[config.mk]
export PLATFORM = sky130hd
export DESIGN_NAME = dfsc_top
export DESIGN_NICKNAME = d
export VERILOG_FILES = /design/src/design/dfsc_pkg.sv /design/src/design/dfsc_bank.sv /design/src/design/dfsc_encoder.sv /design/src/design/dfsc_top.sv
export SDC_FILE = /design/constraint.sdc
export NUM_CORES = 1
export LEC_CHECK = 0
export ABC_AREA = 1
export BUFFER_PORTS_ARGS = -buffer_cell sky130_fd_sc_hd__buf_2
export CAP_MARGIN = 20
export CORE_MARGIN = 2
export CORE_UTILIZATION = 45
export DETAILED_ROUTE_END_ITERATION = 6
export GPL_TIMING_DRIVEN = 0
export PLACE_DENSITY = 0.79
export RECOVER_POWER = 25
export SLEW_MARGIN = 40
export SYNTH_ARGS = -nofsm -noshare
export SYNTH_HDL_FRONTEND = slang
export SYNTH_HIERARCHICAL = 1
export SYNTH_SLANG_ARGS = --single-unit
export TNS_END_PERCENT = 20
[constraint.sdc]
create_clock -name CLK_IN -period 1.1 [get_ports CLK_IN]
set_clock_uncertainty 0.15 [all_clocks]
set_input_delay 0.165 -clock CLK_IN [delete_from_list [all_inputs] [get_ports CLK_IN]]
set_output_delay 0.165 -clock CLK_IN [all_outputs]
set_load 0.005 [all_outputs]
[src/design/dfsc_pkg.sv]
package dfsc_pkg;

	// ****************************************
	// Register layout
	// ****************************************
	localparam int QUAL_BIT = 12;
	localparam int WRITE_NOT_READ_BIT = 11;
	localparam int CODE_MSB_BIT = 10;
	localparam int DOM_LSB = 4;
	localparam int DOM_MSB = 7;
	localparam int CODE_LO_MSB = 3;
	localparam logic [31:0] WRITABLE_MASK = 32'h00001CFF;
	localparam logic [31:0] STATUS_RESET = 32'h00000000;
	localparam logic [3:0] CRN_FAULT_STATUS = 4'h5;
	localparam logic [3:0] CRM_FAULT_STATUS = 4'h0;
	localparam logic [2:0] OP1_FAULT_STATUS = 3'h0;
	localparam logic [2:0] OP2_FAULT_STATUS = 3'h0;

	// ****************************************
	// Fault status codes (bit 4 = status_code_msb, x held as 0)
	// ****************************************
	localparam logic [4:0] FS_ALIGN = 5'h01;
	localparam logic [4:0] FS_ICACHE_MAINT = 5'h04;
	localparam logic [4:0] FS_WALK1_EXT = 5'h0C;
	localparam logic [4:0] FS_WALK2_EXT = 5'h0E;
	localparam logic [4:0] FS_XLAT_SECT = 5'h05;
	localparam logic [4:0] FS_XLAT_PAGE = 5'h07;
	localparam logic [4:0] FS_AF_SECT = 5'h03;
	localparam logic [4:0] FS_AF_PAGE = 5'h06;
	localparam logic [4:0] FS_DOM_SECT = 5'h09;
	localparam logic [4:0] FS_DOM_PAGE = 5'h0B;
	localparam logic [4:0] FS_PERM_SECT = 5'h0D;
	localparam logic [4:0] FS_PERM_PAGE = 5'h0F;
	localparam logic [4:0] FS_SYNC_EXT = 5'h08;
	localparam logic [4:0] FS_ASYNC_EXT = 5'h16;
	localparam logic [4:0] FS_DEBUG = 5'h02;

	// Fault condition vector bit positions, highest priority first
	localparam int NUM_COND = 15;
	localparam int C_ALIGN = 0;
	localparam int C_ICACHE = 1;
	localparam int C_WALK1 = 2;
	localparam int C_WALK2 = 3;
	localparam int C_XSECT = 4;
	localparam int C_XPAGE = 5;
	localparam int C_AFSECT = 6;
	localparam int C_AFPAGE = 7;
	localparam int C_DSECT = 8;
	localparam int C_DPAGE = 9;
	localparam int C_PSECT = 10;
	localparam int C_PPAGE = 11;
	localparam int C_SEXT = 12;
	localparam int C_AEXT = 13;
	localparam int C_DEBUG = 14;

	// Bus response kinds
	localparam logic BUS_DECERR = 1'b0;
	localparam logic BUS_SLVERR = 1'b1;

endpackage

[src/design/dfsc_bank.sv]
`timescale 1ns/1ps
// Two-entry store: one fault status copy per security state
module dfsc_bank (
	input wire logic clk_in,
	input wire logic rst_n_in,
	input wire logic wr_en_in,
	input wire logic wr_sel_in,
	input wire logic [31:0] wr_data_in,
	input wire logic rd_sel_in,
	output logic [31:0] rd_data_out
);

	logic [31:0] copy_ff [2];

	// ****************************************
	// Storage
	// ****************************************
	// Only documented fields are kept, reserved bits never hold ones
	always_ff @(posedge clk_in or negedge rst_n_in) begin
		if (!rst_n_in) begin
			copy_ff[0] <= dfsc_pkg::STATUS_RESET;
			copy_ff[1] <= dfsc_pkg::STATUS_RESET;
		end else if (wr_en_in) begin
			copy_ff[wr_sel_in] <= wr_data_in & dfsc_pkg::WRITABLE_MASK;
		end
	end

	// Registered read port, one cycle after the select
	always_ff @(posedge clk_in or negedge rst_n_in) begin
		if (!rst_n_in) begin
			rd_data_out <= dfsc_pkg::STATUS_RESET;
		end else begin
			rd_data_out <= copy_ff[rd_sel_in];
		end
	end

endmodule

[src/design/dfsc_encoder.sv]
`timescale 1ns/1ps
// Priority encoder from fault conditions to a five-bit status code
module dfsc_encoder (
	input wire logic [14:0] cond_in,
	output logic valid_out,
	output logic [4:0] code_out,
	output logic external_out
);

	// ****************************************
	// Code table
	// ****************************************
	function automatic logic [4:0] code_of(input int idx);
		logic [4:0] c;
		c = dfsc_pkg::FS_DEBUG;
		unique case (idx)
			dfsc_pkg::C_ALIGN: c = dfsc_pkg::FS_ALIGN;
			dfsc_pkg::C_ICACHE: c = dfsc_pkg::FS_ICACHE_MAINT;
			dfsc_pkg::C_WALK1: c = dfsc_pkg::FS_WALK1_EXT;
			dfsc_pkg::C_WALK2: c = dfsc_pkg::FS_WALK2_EXT;
			dfsc_pkg::C_XSECT: c = dfsc_pkg::FS_XLAT_SECT;
			dfsc_pkg::C_XPAGE: c = dfsc_pkg::FS_XLAT_PAGE;
			dfsc_pkg::C_AFSECT: c = dfsc_pkg::FS_AF_SECT;
			dfsc_pkg::C_AFPAGE: c = dfsc_pkg::FS_AF_PAGE;
			dfsc_pkg::C_DSECT: c = dfsc_pkg::FS_DOM_SECT;
			dfsc_pkg::C_DPAGE: c = dfsc_pkg::FS_DOM_PAGE;
			dfsc_pkg::C_PSECT: c = dfsc_pkg::FS_PERM_SECT;
			dfsc_pkg::C_PPAGE: c = dfsc_pkg::FS_PERM_PAGE;
			dfsc_pkg::C_SEXT: c = dfsc_pkg::FS_SYNC_EXT;
			dfsc_pkg::C_AEXT: c = dfsc_pkg::FS_ASYNC_EXT;
			default: c = dfsc_pkg::FS_DEBUG;
		endcase
		return c;
	endfunction

	// ****************************************
	// Priority pick, lowest index wins
	// ****************************************
	// Scan downward so the highest-priority set bit is the last assigned
	always_comb begin
		valid_out = 1'b0;
		code_out = dfsc_pkg::FS_DEBUG;
		external_out = 1'b0;
		for (int i = dfsc_pkg::NUM_COND - 1; i >= 0; i--) begin
			if (cond_in[i]) begin
				valid_out = 1'b1;
				code_out = code_of(i);
				external_out = (i == dfsc_pkg::C_WALK1) || (i == dfsc_pkg::C_WALK2) ||
					(i == dfsc_pkg::C_SEXT) || (i == dfsc_pkg::C_AEXT);
			end
		end
	end

endmodule

[src/design/dfsc_top.sv]
`timescale 1ns/1ps
// Behaviour
// - External abort qualifier bit 12 is 0 for DECERR, 1 for SLVERR.
// - Qualifier bit stays zero for every non-external abort.
// - Bit 11 records access direction, 0 read, 1 write.
// - Aborted coprocessor operations force bit 11 to 1.
// - Code bit 4 goes in bit 10, low four bits in 3:0.
// - Bits 7:4 hold the domain number of the faulting access.
// - Only the highest-priority condition of one access is reported.
// - Alignment is 000001 first, cache maintenance 000100 second.
// - Walk external aborts are x01100 first level, x01110 second level.
// - Translation faults: section 000101, page 000111.
// - Access flag faults: section 000011, page 000110.
// - Domain faults use 001001, with a page variant beside it.
// - Permission faults use 001101 and 001111, below domain faults.
// - Non-walk synchronous external abort is x01000.
// - Asynchronous external abort is x10110.
// - Debug event is 000010, lowest priority.
// - Reserved status codes are never produced.
// - Qualifier bit is zero after reset.
// - Coprocessor read of c5 with opcode2 zero returns the word.
// - Coprocessor write of the same register loads the word.
// - Each copy holds the most recent data fault or software write of its security state; a fault drops any software write of the same cycle.
// - Privileged access only, one copy per security state.
module dfsc_top (
	input wire logic CLK_IN,
	input wire logic RST_N_IN,
	input wire logic ABORT_VALID_IN,
	input wire logic [14:0] ABORT_COND_IN,
	input wire logic ABORT_WRITE_IN,
	input wire logic ABORT_COPROC_IN,
	input wire logic ABORT_BUS_SLVERR_IN,
	input wire logic [3:0] ABORT_DOMAIN_IN,
	input wire logic ABORT_SECURE_IN,
	input wire logic CP_VALID_IN,
	input wire logic CP_WRITE_IN,
	input wire logic [2:0] CP_OP1_IN,
	input wire logic [3:0] CP_CRN_IN,
	input wire logic [3:0] CP_CRM_IN,
	input wire logic [2:0] CP_OP2_IN,
	input wire logic [31:0] CP_WDATA_IN,
	input wire logic CP_PRIV_IN,
	input wire logic CP_SECURE_IN,
	output logic CP_HIT_OUT,
	output logic CP_UNDEF_OUT,
	output logic CP_RVALID_OUT,
	output logic [31:0] CP_RDATA_OUT,
	output logic FAULT_RECORDED_OUT
);

	// ****************************************
	// Fault word assembly
	// ****************************************
	logic enc_valid;
	logic [4:0] enc_code;
	logic enc_external;
	logic [31:0] fault_word;
	logic fault_take;

	dfsc_encoder u_encoder (
		.cond_in(ABORT_COND_IN),
		.valid_out(enc_valid),
		.code_out(enc_code),
		.external_out(enc_external)
	);

	// A valid strobe with no condition bit set records nothing
	assign fault_take = ABORT_VALID_IN && enc_valid;

	// Word fields from the chosen code and the access attributes
	always_comb begin
		fault_word = 32'h00000000;
		fault_word[dfsc_pkg::QUAL_BIT] = enc_external && ABORT_BUS_SLVERR_IN;
		fault_word[dfsc_pkg::WRITE_NOT_READ_BIT] = ABORT_WRITE_IN || ABORT_COPROC_IN;
		fault_word[dfsc_pkg::CODE_MSB_BIT] = enc_code[4];
		fault_word[dfsc_pkg::CODE_LO_MSB:0] = enc_code[3:0];
		fault_word[dfsc_pkg::DOM_MSB:dfsc_pkg::DOM_LSB] = ABORT_DOMAIN_IN;
	end

	// ****************************************
	// Coprocessor access decode
	// ****************************************
	logic cp_match;
	logic cp_write_ok;
	logic cp_read_ok;
	logic rd_pending_ff;

	assign cp_match = CP_VALID_IN && (CP_CRN_IN == dfsc_pkg::CRN_FAULT_STATUS) &&
		(CP_CRM_IN == dfsc_pkg::CRM_FAULT_STATUS) && (CP_OP1_IN == dfsc_pkg::OP1_FAULT_STATUS) &&
		(CP_OP2_IN == dfsc_pkg::OP2_FAULT_STATUS);
	// User mode access is refused and left to the undefined trap
	assign CP_HIT_OUT = cp_match;
	assign CP_UNDEF_OUT = cp_match && !CP_PRIV_IN;
	assign cp_write_ok = cp_match && CP_PRIV_IN && CP_WRITE_IN;
	assign cp_read_ok = cp_match && CP_PRIV_IN && !CP_WRITE_IN;

	// ****************************************
	// Banked storage
	// ****************************************
	logic bank_wr_en;
	logic bank_wr_sel;
	logic [31:0] bank_wr_data;
	logic [31:0] bank_rd_data;

	// A fault beats a software write in the same cycle so it is not lost
	always_comb begin
		bank_wr_en = fault_take || cp_write_ok;
		bank_wr_sel = CP_SECURE_IN;
		bank_wr_data = CP_WDATA_IN;
		if (fault_take) begin
			bank_wr_sel = ABORT_SECURE_IN;
			bank_wr_data = fault_word;
		end
	end

	dfsc_bank u_bank (
		.clk_in(CLK_IN),
		.rst_n_in(RST_N_IN),
		.wr_en_in(bank_wr_en),
		.wr_sel_in(bank_wr_sel),
		.wr_data_in(bank_wr_data),
		.rd_sel_in(CP_SECURE_IN),
		.rd_data_out(bank_rd_data)
	);

	// ****************************************
	// Read answer
	// ****************************************
	// Read data comes one cycle after the request, from the bank register
	always_ff @(posedge CLK_IN or negedge RST_N_IN) begin
		if (!RST_N_IN) begin
			rd_pending_ff <= 1'b0;
		end else begin
			rd_pending_ff <= cp_read_ok;
		end
	end

	assign CP_RVALID_OUT = rd_pending_ff;
	assign CP_RDATA_OUT = rd_pending_ff ? bank_rd_data : 32'h00000000;

	// Recording pulse, one cycle after the captured fault
	always_ff @(posedge CLK_IN or negedge RST_N_IN) begin
		if (!RST_N_IN) begin
			FAULT_RECORDED_OUT <= 1'b0;
		end else begin
			FAULT_RECORDED_OUT <= fault_take;
		end
	end

endmodule

==> impl_metrics.toml <==
[run_status]
status = "finished with violations"
violations = "negative setup slack"

[yosys]
synth.avg_cell_area_um2 = 6.51
netlist_instances = 348
yosysWarnings = 6
syn_area_um2 = 2260

[global_route]
grt_use_total_pct = 20.0
grt_pass1_wl_um = 8480
grt_max_degree = 36
grt_overflow = 0
grt_pass1_vias = 2039
antenna_found_initial = 0

[sta]
fmax_mhz = 697
layout_min_cycle_time_ns = 1.43
fin_ws_ns = -0.334
slew_viol_final = 0
finalHoldViolations = 0
setup_violations = 37
rsz0062_at_grt = "yes"
fin_crit_sh_pct = 130

[routing]
drt-met1-wl_um = 2130
routedWlPerCell_um = 10.2
top_layer_used = "met4"
wl_met2_um = 2950
detail_route.iter0.violations = 101
dr.pass1.iters = 4
dr_wl_met3_um = 300
vias = 2330
vias_per_cell = 4.36
antenna_left = 0
drc = 0
wl_um = 5420

[clock_network]
insertion_delay_ns = 0.29
htreeDepth = 2
cts_made_buffers = 5
cts.sinks = 35
cts_buffer_depth = 2
cts_tree = "built"
cts_root_buffer = "clkbuf_8"
clk_pin_slew_worst_paths_ns = 0.07

[die]
io_pins = 112
initial_core_util_pct = 47.3
die-area_um2 = 5620
core_um2 = 4790
rows = 25
die_w_um = 74.9
die_h_um = 74.9

[worst_setup_path]
endpoint_kind = "flop"
critPathMaxFanout = 6
startpoint_type = "input port"
crit_type = "in -> reg"
critPathArrivalTime_ns = 1.47
required_ns = 1.13

[power]
p_sw_mw = 0.928
p_int_mw = 2.54
seq_power_share_pct = 45.5
pwr-share-clk_pct = 34.2
power.density_nw_per_um2 = 1060
ir_worst_vdd_mv = 0.851
combPwrFrac_pct = 20.3
p_leak_nw = 2.10
power.share.switching_pct = 26.8

[cells_and_area]
regArea_um2 = 877
drive_above_1_share_pct = 37.5
fin_nets = 542
multi_input_area_um2 = 1090
num_antenna_cells = 0
finish.utilization_pct = 68.4
fillerInstances = 423
synthToLayoutAreaGrowth_pct = 44.5

[placed_design]
dp_slack_ns = -0.707
gp_congestion = 0.792
dp_hpwl_um = 3710
portBuffers = 69

[worst_hold_path]
worst_hold_path_type = "in -> reg"

[run]
drv_cap = 0
metal layers:
layer  vias up  global-route usage [%]
li1       1219                       -
met5         -                       0
met1      1028                    22.6
met4         0                    6.15
met3         8                    4.15
met2        75                    37.5
metrics by stage:
| step | instances | hold WS (ns) | total power [mW] | TNS (ns) | cell area (um^2) |
|---|---|---|---|---|---|
| after floorplan | 368 | -0.281 | 1.94 | -8.02 | 2370 |
| after global placement | 504 | 0.110 | 2.15 | -15.00 | 2800 |
| after detailed placement | 504 | 0.117 | 2.18 | -15.88 | 2800 |
| after CTS | 526 | -0.199 | 3.43 | -10.65 | 3080 |
| after global routing | 534 | 0.0359 | 3.66 | -12.88 | 3270 |
| final | 534 | 0.0164 | 3.47 | -10.63 | 3270 |
cell usage in the layout (no fill, tap or decap), types with 7 or more instances in the layout:
cell     instances
buf_2           64
buf_4           41
buf_6           14
conb_1          21
dfrtp_1         34
inv_1           55
inv_2            7
nand2_1        118
nand2_2         21
nand3_1         25
nor2_1          13
o21ai_0         14
power by group through the flow:
| stage | Sequential (mW) | Clock [mW] | Combinational, mW |
|---|---|---|---|
| 6_report | 1.58 | 1.19 | 0.703 |
| 5_1_grt | 1.60 | 1.26 | 0.797 |
| 4_1_cts | 1.56 | 1.21 | 0.662 |
| 3_5_place_dp | 1.58 | 0 | 0.600 |
| 3_3_place_gp | 1.57 | 0 | 0.584 |
| 2_1_floorplan | 1.56 | 0 | 0.389 |
worst max-delay path: stages:
cell,delay [ns]
buf_8,0.10
nor3_4,0.20
nand2_2,0.09
nor2_2,0.10
nand2_1,0.07
nand2_2,0.13
inv_2,0.07
nand2_2,0.08
nand2_4,0.07
inv_4,0.08
nand2_4,0.06
buf_6,0.14
nand2_2,0.05
nand2_1,0.05
timing repair:
| item | CTS | global route |
|---|---|---|
| buffers inserted | 11 | 6 |
| hold buffers | 2 | 1 |
| pin swaps | 9 | 8 |
| hold endpoints to repair | 36 | 35 |
| setup endpoints to repair | 36 | 38 |
| gates cloned | 1 | 1 |
| gates resized for setup | 21 | 41 |
final timing paths:
check | depth (start not counted) | endpoint | from | slack, ns
max in group asynchronous | 2 | CP_RVALID_OUT | RST_N_IN | 0.21
setup / recovery | 14 | u_bank/copy_ff[35] | ABORT_COND_IN[6] | -0.33
setup reg to reg | 2 | u_bank/rd_data_out[2] | u_bank/copy_ff[34] | 0.25
hold / removal | 2 | u_bank/rd_data_out[6] | CP_SECURE_IN | 0.02
hold reg to reg | 2 | u_bank/copy_ff[12] | u_bank/copy_ff[12] | 0.33
min in group asynchronous | 2 | u_bank/rd_data_out[3] | RST_N_IN | 0.25
cell type report:
| type | instances | share of cell area, % |
|---|---|---|
| Multi-Input combinational cell | 235 | 33.4 |
| Inverter | 63 | 7.30 |
| Sequential cell | 35 | 26.8 |
| Timing Repair Buffer | 91 | 17.8 |
| Tap cell | 67 | 2.56 |
| Buffer | 35 | 8.49 |
| Clock buffer | 6 | 2.52 |
| Clock inverter | 2 | 1.07 |
flip-flops by register name (all words and copies together), names as in the netlist:
name                cells
u_bank/copy_ff         22
FAULT_RECORDED_OUT      1
CP_RVALID_OUT           1
u_bank/rd_data_out     11
(Power assumes the default switching activity.)
